`config.mk`:
```
export PLATFORM = sky130hd
export DESIGN_NAME = dbg_trace
export DESIGN_NICKNAME = d
export VERILOG_FILES = /design/src/rtl/dbg_trace_pkg.sv /design/src/rtl/dbg_trace.sv /design/src/rtl/cmp_unit.sv /design/src/rtl/trace_fifo.sv
export VERILOG_INCLUDE_DIRS = /design/src /design/src/rtl
export SDC_FILE = /design/constraint.sdc
export NUM_CORES = 1
export LEC_CHECK = 0
export BUFFER_PORTS_ARGS = -buffer_cell sky130_fd_sc_hd__buf_4
export CORE_ASPECT_RATIO = 0.8
export CORE_MARGIN = 1.5
export CORE_UTILIZATION = 36
export CTS_CLUSTER_SIZE = 40
export DETAILED_ROUTE_END_ITERATION = 16
export GPL_ROUTABILITY_DRIVEN = 0
export GPL_TIMING_DRIVEN = 0
export HOLD_SLACK_MARGIN = 0.05
export SYNTH_ARGS = -nofsm -noshare
export SYNTH_HDL_FRONTEND = slang
export SYNTH_SLANG_ARGS = --single-unit
export TNS_END_PERCENT = 1
```
`constraint.sdc`:
```
create_clock -name sys_clk -period 7.5 [get_ports sys_clk]
set_input_delay 1.5 -clock sys_clk [delete_from_list [all_inputs] [get_ports sys_clk]]
set_output_delay 1.5 -clock sys_clk [all_outputs]
set_load 0.01 [all_outputs]
```
`src/rtl/dbg_trace_map.svh`:
```
// Offsets, field positions, reset values and counts of the debug trigger block.
// Assumes byte addressing on a 32-bit Avalon-MM slave, one register per aligned word.
// How it works
// - Module enable clear blocks arming, triggering and FIFO storage.
// - Comparator A matches when core address equals its stored address.
// - Comparator B compares address, or data against its low byte in full modes.
// - Comparator C compares address; all three matches go to the controller.
// - Full modes take direction from comparator A bits; write only for 1 and 0.
// - Comparator B direction bits are ignored in full modes.
// - Outside loop1 comparator C is only an extra breakpoint, never a trigger.
// - In loop1 comparator C holds the latest captured change-of-flow address.
// - Arming in loop1 clears comparator C value registers.
// - In loop1 a change of flow equal to comparator C is not captured.
// - In loop1 a differing change of flow is captured and loaded into C.
// - End-of-run CPU break is requested only with break enable set.
// - Begin runs request the break once the FIFO holds eight words.
// - End runs request the break together with the trigger.
// - Kind bit 0 requests a force break at the next instruction boundary.
// - Kind bit 1 inserts a tag into the instruction queue instead.
// - Valid count clears on arming, counts captures, saturates at eight.
// - Begin runs store from the trigger, or from arming in MODE_EV_B, until eight locations are filled.
// - End runs store until the trigger, dropping the oldest beyond eight.
`ifndef DBG_TRACE_MAP_SVH
`define DBG_TRACE_MAP_SVH
// =====================================================================
// Register offsets.
`define OFS_CTRL    5'h00
`define OFS_TRIG    5'h04
`define OFS_STATUS  5'h08
`define OFS_COUNT   5'h0C
`define OFS_CMP_A   5'h10
`define OFS_CMP_B   5'h14
`define OFS_CMP_C   5'h18
`define OFS_FIFO    5'h1C
// =====================================================================
// Field positions.
`define CTRL_ENABLE 0
`define CTRL_ARM    1
`define CTRL_BREAK_ENABLE  2
`define CTRL_TAG    3
`define TRIG_BEGIN  4
`define TRIG_LOOP1  5
`define CMP_DIR_EN  16
`define CMP_DIR_SEL 17
// =====================================================================
// Trigger modes, counts and reset values.
`define MODE_A_ONLY    4'h0
`define MODE_A_OR_B    4'h1
`define MODE_A_THEN_B  4'h2
`define MODE_EV_B      4'h3
`define MODE_A_THEN_EV 4'h4
`define MODE_A_AND_B   4'h5
`define MODE_A_NOT_B   4'h6
`define COUNT_FULL     4'h8
`define RST_WORD       32'h0000_0000
`endif

```
`src/rtl/dbg_trace_pkg.sv`:
```
// Types shared by the debug trigger block and its comparator and FIFO.
// Assumes the constants header is compiled alongside.
package dbg_trace_pkg;
   // =====================================================================
   // Run state of the trace controller.
   typedef enum logic [1:0] {RUN_IDLE, RUN_END, RUN_WAIT, RUN_FILL} run_e;
   // Core bus sample; rd high marks a read cycle.
   typedef struct packed {
      logic [15:0] addr;
      logic [7:0]  rdata;
      logic [7:0]  wdata;
      logic        rd;
      logic        valid;
   } core_bus_s;
   // Change-of-flow event from the core.
   typedef struct packed {
      logic [15:0] addr;
      logic        valid;
   } cof_s;
   // One comparator's stored address and direction bits.
   typedef struct packed {
      logic [15:0] addr;
      logic        dir_en;
      logic        dir_sel;
   } cmp_cfg_s;
   // Control and trigger bits.
   typedef struct packed {
      logic       enable;
      logic       arm;
      logic       break_enable;
      logic       tag;
      logic [3:0] mode;
      logic       begin_sel;
      logic       loop1;
   } ctrl_s;
endpackage

```
`src/rtl/dbg_trace.sv`:
```
// Trigger and breakpoint controller with three comparators and a trace FIFO.
// Assumes the core bus, change-of-flow strobe and Avalon master share sys_clk.
//
// The implementer's own choices: the address map and the Avalon-MM interface to the registers.
`include "dbg_trace_map.svh"
module dbg_trace
   import dbg_trace_pkg::*;
(
   input  wire logic        sys_clk,
   input  wire logic        arst_n,
   input  wire logic        ce,
   input  wire logic [4:0]  avs_address,
   input  wire logic        avs_read,
   input  wire logic        avs_write,
   input  wire logic [31:0] avs_writedata,
   output logic [31:0]      avs_readdata,
   output logic             avs_waitrequest,
   input  wire core_bus_s   core_bus,
   input  wire cof_s        change_of_flow,
   output logic             brk_force,
   output logic             brk_tag,
   output logic             trace_armed
);
   // =====================================================================
   // State record.
   typedef struct packed {
      ctrl_s          ctrl;
      cmp_cfg_s [2:0] cmp;
      run_e           run;
      logic           a_seen;
      logic           af;
      logic           bf;
      logic           cf;
      logic [3:0]     count;
      logic           brk_force;
      logic           brk_tag;
      logic           bus_wait;
      logic           trace_on;
      logic [31:0]    rdata;
   } dbg_st_s;

   dbg_st_s     st_ff;
   dbg_st_s     nxt_st;
   logic [2:0]  mtch;
   logic        full_mode;
   logic        full_write;
   logic        ev_mode;
   logic        armed;
   logic        trig;
   logic        brk_now;
   logic        push;
   logic [15:0] push_data;
   logic        fifo_pop;
   logic        fifo_clr;
   logic [15:0] fifo_rd;
   logic        wr_acc;
   logic        rd_acc;
   logic        arm_evt;
   logic        loop1_dup;
   logic [31:0] rd_mux;
   ctrl_s       wctrl;
   cmp_cfg_s    wcmp;

   // =====================================================================
   // Comparators.
   // Full modes put comparator B on the data bus and share A's direction.
   assign full_mode  = (st_ff.ctrl.mode == `MODE_A_AND_B) || (st_ff.ctrl.mode == `MODE_A_NOT_B);
   assign full_write = st_ff.cmp[0].dir_en && !st_ff.cmp[0].dir_sel;
   assign ev_mode    = (st_ff.ctrl.mode == `MODE_EV_B) || (st_ff.ctrl.mode == `MODE_A_THEN_EV);
   assign armed      = st_ff.ctrl.enable && st_ff.ctrl.arm;

   // comparator array instances
   // Comparator B is the only one switched to the data bus.
   for (genvar i = 0; i < 3; i++) begin : g_cmp
      cmp_unit u_cmp (
         .bus        (core_bus),
         .cfg        (st_ff.cmp[i]),
         .full_mode  (full_mode && i < 2),
         .full_write (full_write),
         .data_mode  (full_mode && i == 1),
         .match      (mtch[i])
      );
   end

   trace_fifo u_fifo (
      .sys_clk   (sys_clk),
      .arst_n    (arst_n),
      .ce        (ce),
      .clear     (fifo_clr),
      .push      (push),
      .push_data (push_data),
      .pop       (fifo_pop),
      .rd_data   (fifo_rd)
   );

   // =====================================================================
   // Trigger decode.
   // A and B feed the trigger; C stays out of it.
   always_comb begin
      case (st_ff.ctrl.mode)
         `MODE_A_ONLY:    trig = mtch[0];
         `MODE_A_OR_B:    trig = mtch[0] || mtch[1];
         `MODE_A_THEN_B:  trig = st_ff.a_seen && mtch[1];
         `MODE_EV_B:      trig = mtch[1];
         `MODE_A_THEN_EV: trig = mtch[0];
         `MODE_A_AND_B:   trig = mtch[0] && mtch[1];
         `MODE_A_NOT_B:   trig = mtch[0] && !mtch[1];
         default:         trig = mtch[0];
      endcase
   end

   assign loop1_dup = st_ff.ctrl.loop1 && (change_of_flow.addr == st_ff.cmp[2].addr);

   // Avalon handshake terms; a write lands on the edge that sees waitrequest low.
   assign wr_acc  = avs_write && !st_ff.bus_wait;
   assign rd_acc  = avs_read && !st_ff.bus_wait;
   assign wctrl   = {avs_writedata[`CTRL_ENABLE], avs_writedata[`CTRL_ARM],
                     avs_writedata[`CTRL_BREAK_ENABLE], avs_writedata[`CTRL_TAG],
                     st_ff.ctrl.mode, st_ff.ctrl.begin_sel, st_ff.ctrl.loop1};
   // Comparator words keep the address in the low half, direction bits above it.
   assign wcmp    = {avs_writedata[15:0], avs_writedata[`CMP_DIR_EN],
                     avs_writedata[`CMP_DIR_SEL]};
   assign arm_evt = wr_acc && (avs_address == `OFS_CTRL) && wctrl.enable && wctrl.arm
                    && !armed;

   // Register read mux; unmapped words read zero.
   always_comb begin
      case (avs_address)
         `OFS_CTRL:   rd_mux = {28'h0, st_ff.ctrl.tag, st_ff.ctrl.break_enable,
                                st_ff.ctrl.arm, st_ff.ctrl.enable};
         `OFS_TRIG:   rd_mux = {26'h0, st_ff.ctrl.loop1, st_ff.ctrl.begin_sel, st_ff.ctrl.mode};
         `OFS_STATUS: rd_mux = {28'h0, st_ff.af, st_ff.bf, st_ff.cf, armed};
         `OFS_COUNT:  rd_mux = {28'h0, st_ff.count};
         `OFS_CMP_A:  rd_mux = {14'h0, st_ff.cmp[0].dir_sel, st_ff.cmp[0].dir_en, st_ff.cmp[0].addr};
         `OFS_CMP_B:  rd_mux = {14'h0, st_ff.cmp[1].dir_sel, st_ff.cmp[1].dir_en, st_ff.cmp[1].addr};
         `OFS_CMP_C:  rd_mux = {14'h0, st_ff.cmp[2].dir_sel, st_ff.cmp[2].dir_en, st_ff.cmp[2].addr};
         `OFS_FIFO:   rd_mux = {16'h0, fifo_rd};
         default:     rd_mux = `RST_WORD;
      endcase
   end

   // =====================================================================
   // Next state: bus slave, run control, capture and breakpoints.
   always_comb begin
      nxt_st     = st_ff;
      nxt_st.brk_force = 1'b0;
      nxt_st.brk_tag   = 1'b0;
      push       = 1'b0;
      push_data  = 16'h0000;
      brk_now    = 1'b0;
      fifo_clr   = arm_evt;
      fifo_pop   = rd_acc && (avs_address == `OFS_FIFO);
      // One wait cycle per access keeps read data registered.
      nxt_st.bus_wait = !(st_ff.bus_wait && (avs_read || avs_write));
      if (st_ff.bus_wait && avs_read) begin
         nxt_st.rdata = rd_mux;
      end
      if (armed) begin
         nxt_st.a_seen = st_ff.a_seen || mtch[0];
         if (full_mode) begin
            nxt_st.af = st_ff.af || trig;
            nxt_st.bf = st_ff.bf || trig;
         end else begin
            nxt_st.af = st_ff.af || mtch[0];
            nxt_st.bf = st_ff.bf || (mtch[1] && (st_ff.ctrl.mode != `MODE_A_ONLY));
         end
         nxt_st.cf = st_ff.cf || (mtch[2] && !st_ff.ctrl.loop1);
      end
      // Capture source: data bus at B matches in event modes, else change of flow.
      push_data = ev_mode ? {8'h00, core_bus.rd ? core_bus.rdata : core_bus.wdata} : change_of_flow.addr;
      case (st_ff.run)
         RUN_END: begin
            push = (change_of_flow.valid && !loop1_dup) && armed;
            if (trig && armed) begin
               brk_now         = 1'b1;
               push            = 1'b0;
               nxt_st.ctrl.arm = 1'b0;
               nxt_st.run      = RUN_IDLE;
            end
         end
         RUN_WAIT: begin
            if (trig && armed) begin
               nxt_st.run = RUN_FILL;
            end
         end
         RUN_FILL: begin
            push = armed && (ev_mode ? mtch[1] : (change_of_flow.valid && !loop1_dup));
            if (push && st_ff.count == `COUNT_FULL - 4'h1) begin
               brk_now         = 1'b1;
               nxt_st.ctrl.arm = 1'b0;
               nxt_st.run      = RUN_IDLE;
            end
         end
         default: begin
            push = 1'b0;
         end
      endcase
      if (push && st_ff.ctrl.loop1 && !ev_mode) begin
         nxt_st.cmp[2].addr = change_of_flow.addr;
      end
      if (push && st_ff.count != `COUNT_FULL) begin
         nxt_st.count = st_ff.count + 4'h1;
      end
      if (st_ff.ctrl.enable && mtch[2] && !st_ff.ctrl.loop1) begin
         brk_now = 1'b1;
      end
      if (brk_now && st_ff.ctrl.enable && st_ff.ctrl.break_enable) begin
         nxt_st.brk_force = !st_ff.ctrl.tag;
         nxt_st.brk_tag   = st_ff.ctrl.tag;
      end
      // Register writes from the host.
      if (wr_acc) begin
         case (avs_address)
            `OFS_CTRL: begin
               nxt_st.ctrl.enable = wctrl.enable;
               nxt_st.ctrl.arm    = wctrl.arm;
               nxt_st.ctrl.break_enable  = wctrl.break_enable;
               nxt_st.ctrl.tag    = wctrl.tag;
            end
            `OFS_TRIG: begin
               nxt_st.ctrl.mode      = avs_writedata[3:0];
               nxt_st.ctrl.begin_sel = avs_writedata[`TRIG_BEGIN];
               nxt_st.ctrl.loop1     = avs_writedata[`TRIG_LOOP1];
            end
            `OFS_CMP_A: nxt_st.cmp[0] = wcmp;
            `OFS_CMP_B: nxt_st.cmp[1] = wcmp;
            `OFS_CMP_C: nxt_st.cmp[2] = wcmp;
            default: begin
               nxt_st.rdata = nxt_st.rdata;
            end
         endcase
      end
      // Arming starts a fresh run with cleared flags and count.
      if (arm_evt) begin
         nxt_st.count  = 4'h0;
         nxt_st.af     = 1'b0;
         nxt_st.bf     = 1'b0;
         nxt_st.cf     = 1'b0;
         nxt_st.a_seen = 1'b0;
         if (st_ff.ctrl.mode == `MODE_EV_B) begin
            nxt_st.run = RUN_FILL;
         end else if (st_ff.ctrl.begin_sel || ev_mode) begin
            nxt_st.run = RUN_WAIT;
         end else begin
            nxt_st.run = RUN_END;
         end
         if (st_ff.ctrl.loop1) begin
            nxt_st.cmp[2].addr = 16'h0000;
         end
      end
      if (!nxt_st.ctrl.enable) begin
         nxt_st.run = RUN_IDLE;
      end
      // The armed output is registered beside the run state so it leaves on a flop.
      nxt_st.trace_on = nxt_st.run != RUN_IDLE;
   end

   always_ff @(posedge sys_clk or negedge arst_n) begin
      if (!arst_n) begin
         st_ff          <= '0;
         st_ff.bus_wait <= 1'b1;
      end else if (ce) begin
         st_ff <= nxt_st;
      end
   end

   assign avs_readdata    = st_ff.rdata;
   assign avs_waitrequest = st_ff.bus_wait;
   assign brk_force       = st_ff.brk_force;
   assign brk_tag         = st_ff.brk_tag;
   assign trace_armed     = st_ff.trace_on;
endmodule

```
`src/rtl/cmp_unit.sv`:
```
// One address or data comparator, purely combinational.
// Assumes the caller qualifies full mode and the full-mode direction.
module cmp_unit
   import dbg_trace_pkg::*;
(
   input  wire core_bus_s bus,
   input  wire cmp_cfg_s  cfg,
   input  wire logic      full_mode,
   input  wire logic      full_write,
   input  wire logic      data_mode,
   output logic           match
);
   logic dir_ok;
   logic val_ok;
   logic [7:0] dsel;

   // Direction and value checks; a match needs a live bus cycle.
   always_comb begin
      dsel = full_write ? bus.wdata : bus.rdata;
      if (full_mode) begin
         dir_ok = full_write ? !bus.rd : bus.rd;
      end else begin
         dir_ok = !cfg.dir_en || (bus.rd == cfg.dir_sel);
      end
      val_ok = data_mode ? (dsel == cfg.addr[7:0]) : (bus.addr == cfg.addr);
      match  = bus.valid && dir_ok && val_ok;
   end
endmodule

```
`src/rtl/trace_fifo.sv`:
```
// Eight-entry trace FIFO that overwrites its oldest word when full.
// Assumes push and pop never come in the same cycle as clear.
`include "dbg_trace_map.svh"
module trace_fifo
   import dbg_trace_pkg::*;
(
   input  wire logic        sys_clk,
   input  wire logic        arst_n,
   input  wire logic        ce,
   input  wire logic        clear,
   input  wire logic        push,
   input  wire logic [15:0] push_data,
   input  wire logic        pop,
   output logic [15:0]      rd_data
);
   typedef struct packed {
      logic [2:0] wp;
      logic [2:0] rp;
      logic [3:0] level;
   } fifo_st_s;
   fifo_st_s st_ff;
   fifo_st_s nxt_st;
   logic [15:0] mem [8];

   // Pointer update; a push into a full buffer drops the oldest word.
   always_comb begin
      nxt_st = st_ff;
      if (clear) begin
         nxt_st = '0;
      end else if (push) begin
         nxt_st.wp = st_ff.wp + 3'h1;
         if (st_ff.level == `COUNT_FULL) begin
            nxt_st.rp = st_ff.rp + 3'h1;
         end else begin
            nxt_st.level = st_ff.level + 4'h1;
         end
      end else if (pop && st_ff.level != 4'h0) begin
         nxt_st.rp    = st_ff.rp + 3'h1;
         nxt_st.level = st_ff.level - 4'h1;
      end
   end

   always_ff @(posedge sys_clk or negedge arst_n) begin
      if (!arst_n) begin
         st_ff <= '0;
      end else if (ce) begin
         st_ff <= nxt_st;
      end
   end

   // Storage has no reset; words are only read behind a valid count.
   always_ff @(posedge sys_clk) begin
      if (ce && push && !clear) begin
         mem[st_ff.wp] <= push_data;
      end
   end

   assign rd_data = (st_ff.level == 4'h0) ? 16'h0000 : mem[st_ff.rp];
endmodule

```
==> run metrics <==
status complete, no violations; Initial Util 36.4%; CP arrival 5450 ps; NetSw 748 µW; Port Buf Inserts 97; layout net count 1257; synthesized area per cell 12.1 µm²; fillers 3126; Layout Cells excl Fill 1609; Slew @ Worst Pin 1020 ps; DIE HEIGHT 167 µm; r2r startpoint st_ff[66]; fin util 43.6%; yosys synthesis warning count 0; Worst Skew 22.5 ps; Hold WS 493 ps; Cell Int Power 2.33 mW; Detailed Route Iter0 Violations 1045; GRT Residual Overflow 0; H-tree Lvls 1; commonest non-fill, non-tap cell in the layout buf_4; Post-CTS Setup Bufs 0; #FFs+latches synth 234; DP HPWL 28.9 mm; commonest cells after routing, fill and taps aside buf_4, edfxtp_1, dfrtp_1, nor2_1, a21oi_1; RSZ-0062 raised after global routing no; clock-pin slew on the worst setup and hold paths 60 ps; Fin. Hold Viols 0; hold path endpoint brk_force; clk sinks 234; P per Cell Area 211 nW/µm²; Hold Path Cell Cnt 2; Cells after DPL 1564; Core Area 33500 µm²; Final Cycle Share 69.7%; antenna fix cells 0; largest area contributor in the netlist edfxtp_1; maximum VDD drop 0.000120 V; Reg2Reg Depth 14; Vias/cell 5.60; post-synth top area share 31.6%; footprint of the multi-input gates 5190 µm²; DRC violation count after routing 0; kind of critical path in -> reg; Async S/R FF share, synth 45.3%; total CTS buffers 25; Reg2Reg Setup Slack 2760 ps; die area 34900 µm²; fin area 14600 µm²; final wirelength 38.5 mm; Comb pwr share 10.1%; Setup crit end kind flop; Worst EP required 7730 ps; Pleak 5.69 nW; number of synthesized flops with an enable pin 128; Clk pwr share 43.5%; top cells by area, synth edfxtp_1, dfrtp_1, mux4_2; row count 60; critical path startpoint category primary input; hold buffer count at CTS 0; Pre-Repair DR Iteration Count 7; clock root cell clkbuf_16; register area 6500 µm²; # Max-Cap Violations 0; Tmin final 5220 ps; initial antenna violation count 1; post-synthesis cell area 12200 µm²; Fmax 191 MHz; I/O pins 129; Design Power 3.08 mW; setup violators final 0; DRT antenna net count 0; Total GRT Usage 22.2%; Hold Path Class reg -> reg; global-route wire length before repair 57.9 mm; Max Fanout on Critical Path 10; vias in the first global route 8917; CTS tree done; Slew headroom 31.4%; prevailing post-synth register cell edfxtp_1; pins over their slew limit 0; post-place instance area 13700 µm²; Die W 209 µm; layout cells sized above 1 25.4%; WL/cell 23.9 µm; worst r2r dst u_fifo.mem[2][2]; Seq pwr share 46.4%; cts repair resizes 0; Seq/Total Area, Yosys 53.4%; HP Start brk_force; Switching Share 24.3%; vias 9005; largest net degree at the start of global routing 91; clk buf depth 3; Area Growth Syn to Fin 20.0%; clk_lat worst skew 540 ps; count of mapped cells out of synthesis 1004; post-synth cell types 74
-- power by group through the flow --
stage | clock network (mW) | registers [mW] | logic [mW]
2_1_floorplan | 0 | 1.44 | 0.169
3_3_place_gp | 0 | 1.45 | 0.299
3_5_place_dp | 0 | 1.45 | 0.305
4_1_cts | 1.36 | 1.43 | 0.306
5_1_grt | 1.42 | 1.43 | 0.335
6_report | 1.34 | 1.43 | 0.311
-- synthesized netlist by cell type (13+ instances only) --
cell type,number
edfxtp_1,128
dfrtp_1,105
nor2_1,56
a21oi_1,54
nand2_1,49
mux2_2,48
mux2i_1,46
xnor2_1,40
clkbuf_1,37
o21ai_0,35
mux4_2,33
xor2_1,33
buf_4,32
inv_1,32
o22ai_1,30
nand3_1,19
nor4_1,18
o21a_1,18
a22o_1,16
nor2b_1,16
nor3_1,15
nand4_1,13
-- stage by stage --
stage	TNS (ps)	setup WS [ps]
finish	0	2280
global route	0	2150
CTS	0	2410
detailed placement	0	1890
global placement	-14730	-377
floorplan	0	2040
-- worst max-delay path by stage --
| stage | startpoint | endpoint | slack (ps) | cells after the start |
|---|---|---|---|---|
| final | core_bus[1] | u_fifo.mem[2][2] | 2280 | 14 |
| after floorplan | core_bus[1] | u_fifo.mem[2][0] | 2040 | 12 |
| after detailed placement | core_bus[1] | u_fifo.mem[2][2] | 1890 | 14 |
| after global routing | core_bus[1] | u_fifo.mem[2][4] | 2150 | 14 |
| after global placement | core_bus[1] | u_fifo.mem[4][2] | -380 | 12 |
| after CTS | core_bus[1] | u_fifo.mem[2][4] | 2410 | 14 |
-- state kept, by name (all words and copies together), names as in the netlist --
| register | flops |
|---|---|
| avs_readdata | 18 |
| avs_waitrequest | 1 |
| brk_force | 1 |
| brk_tag | 1 |
| st_ff | 74 |
| trace_armed | 1 |
| u_fifo.mem | 128 |
| u_fifo.st_ff | 10 |
-- critical path: stages --
cell      delay (ps)
clkbuf_1         340
xor2_1           130
nand2_1          130
nor4b_1          300
nand4_1          360
o22ai_1          400
nand2_1          230
a21o_2           290
inv_2            130
buf_2            250
nand2_1          190
nor4_2           680
buf_4            320
buf_4            200
-- metal layers --
layer | global-route usage [%] | up-vias | wire (µm)
met3 | 6.04 | 46 | 3530
met2 | 32.0 | 382 | 16200
met4 | 4.69 | 0 | 749
met1 | 33.3 | 4549 | 18000
met5 | 0 | - | 0
li1 | - | 4028 | -
-- kinds of logic (layout without fill, tap and decap cells) --
family / Yosys count / in the layout / synth area share, %
other cells: 1 / 14 / 0.0308
simple gates: 234 / 234 / 10.0
compound gates: 206 / 206 / 11.2
buf+inv: 119 / 277 / 4.78
flops: 234 / 234 / 53.4
mux: 130 / 130 / 14.6
xor+xnor: 73 / 73 / 5.25
fa+ha+maj: 7 / 7 / 0.781
-- final cells by class --
| type | instances | area share [%] |
|---|---|---|
| well taps | 434 | 3.72 |
| plain buffers | 85 | 3.11 |
| clock inverters | 16 | 1.64 |
| inverters | 34 | 0.874 |
| clock buffers | 29 | 4.39 |
| flip-flops and latches | 234 | 44.5 |
| repair buffers | 113 | 6.25 |
| multi-input cells | 664 | 35.5 |
Power figures use the tool's default switching activity.
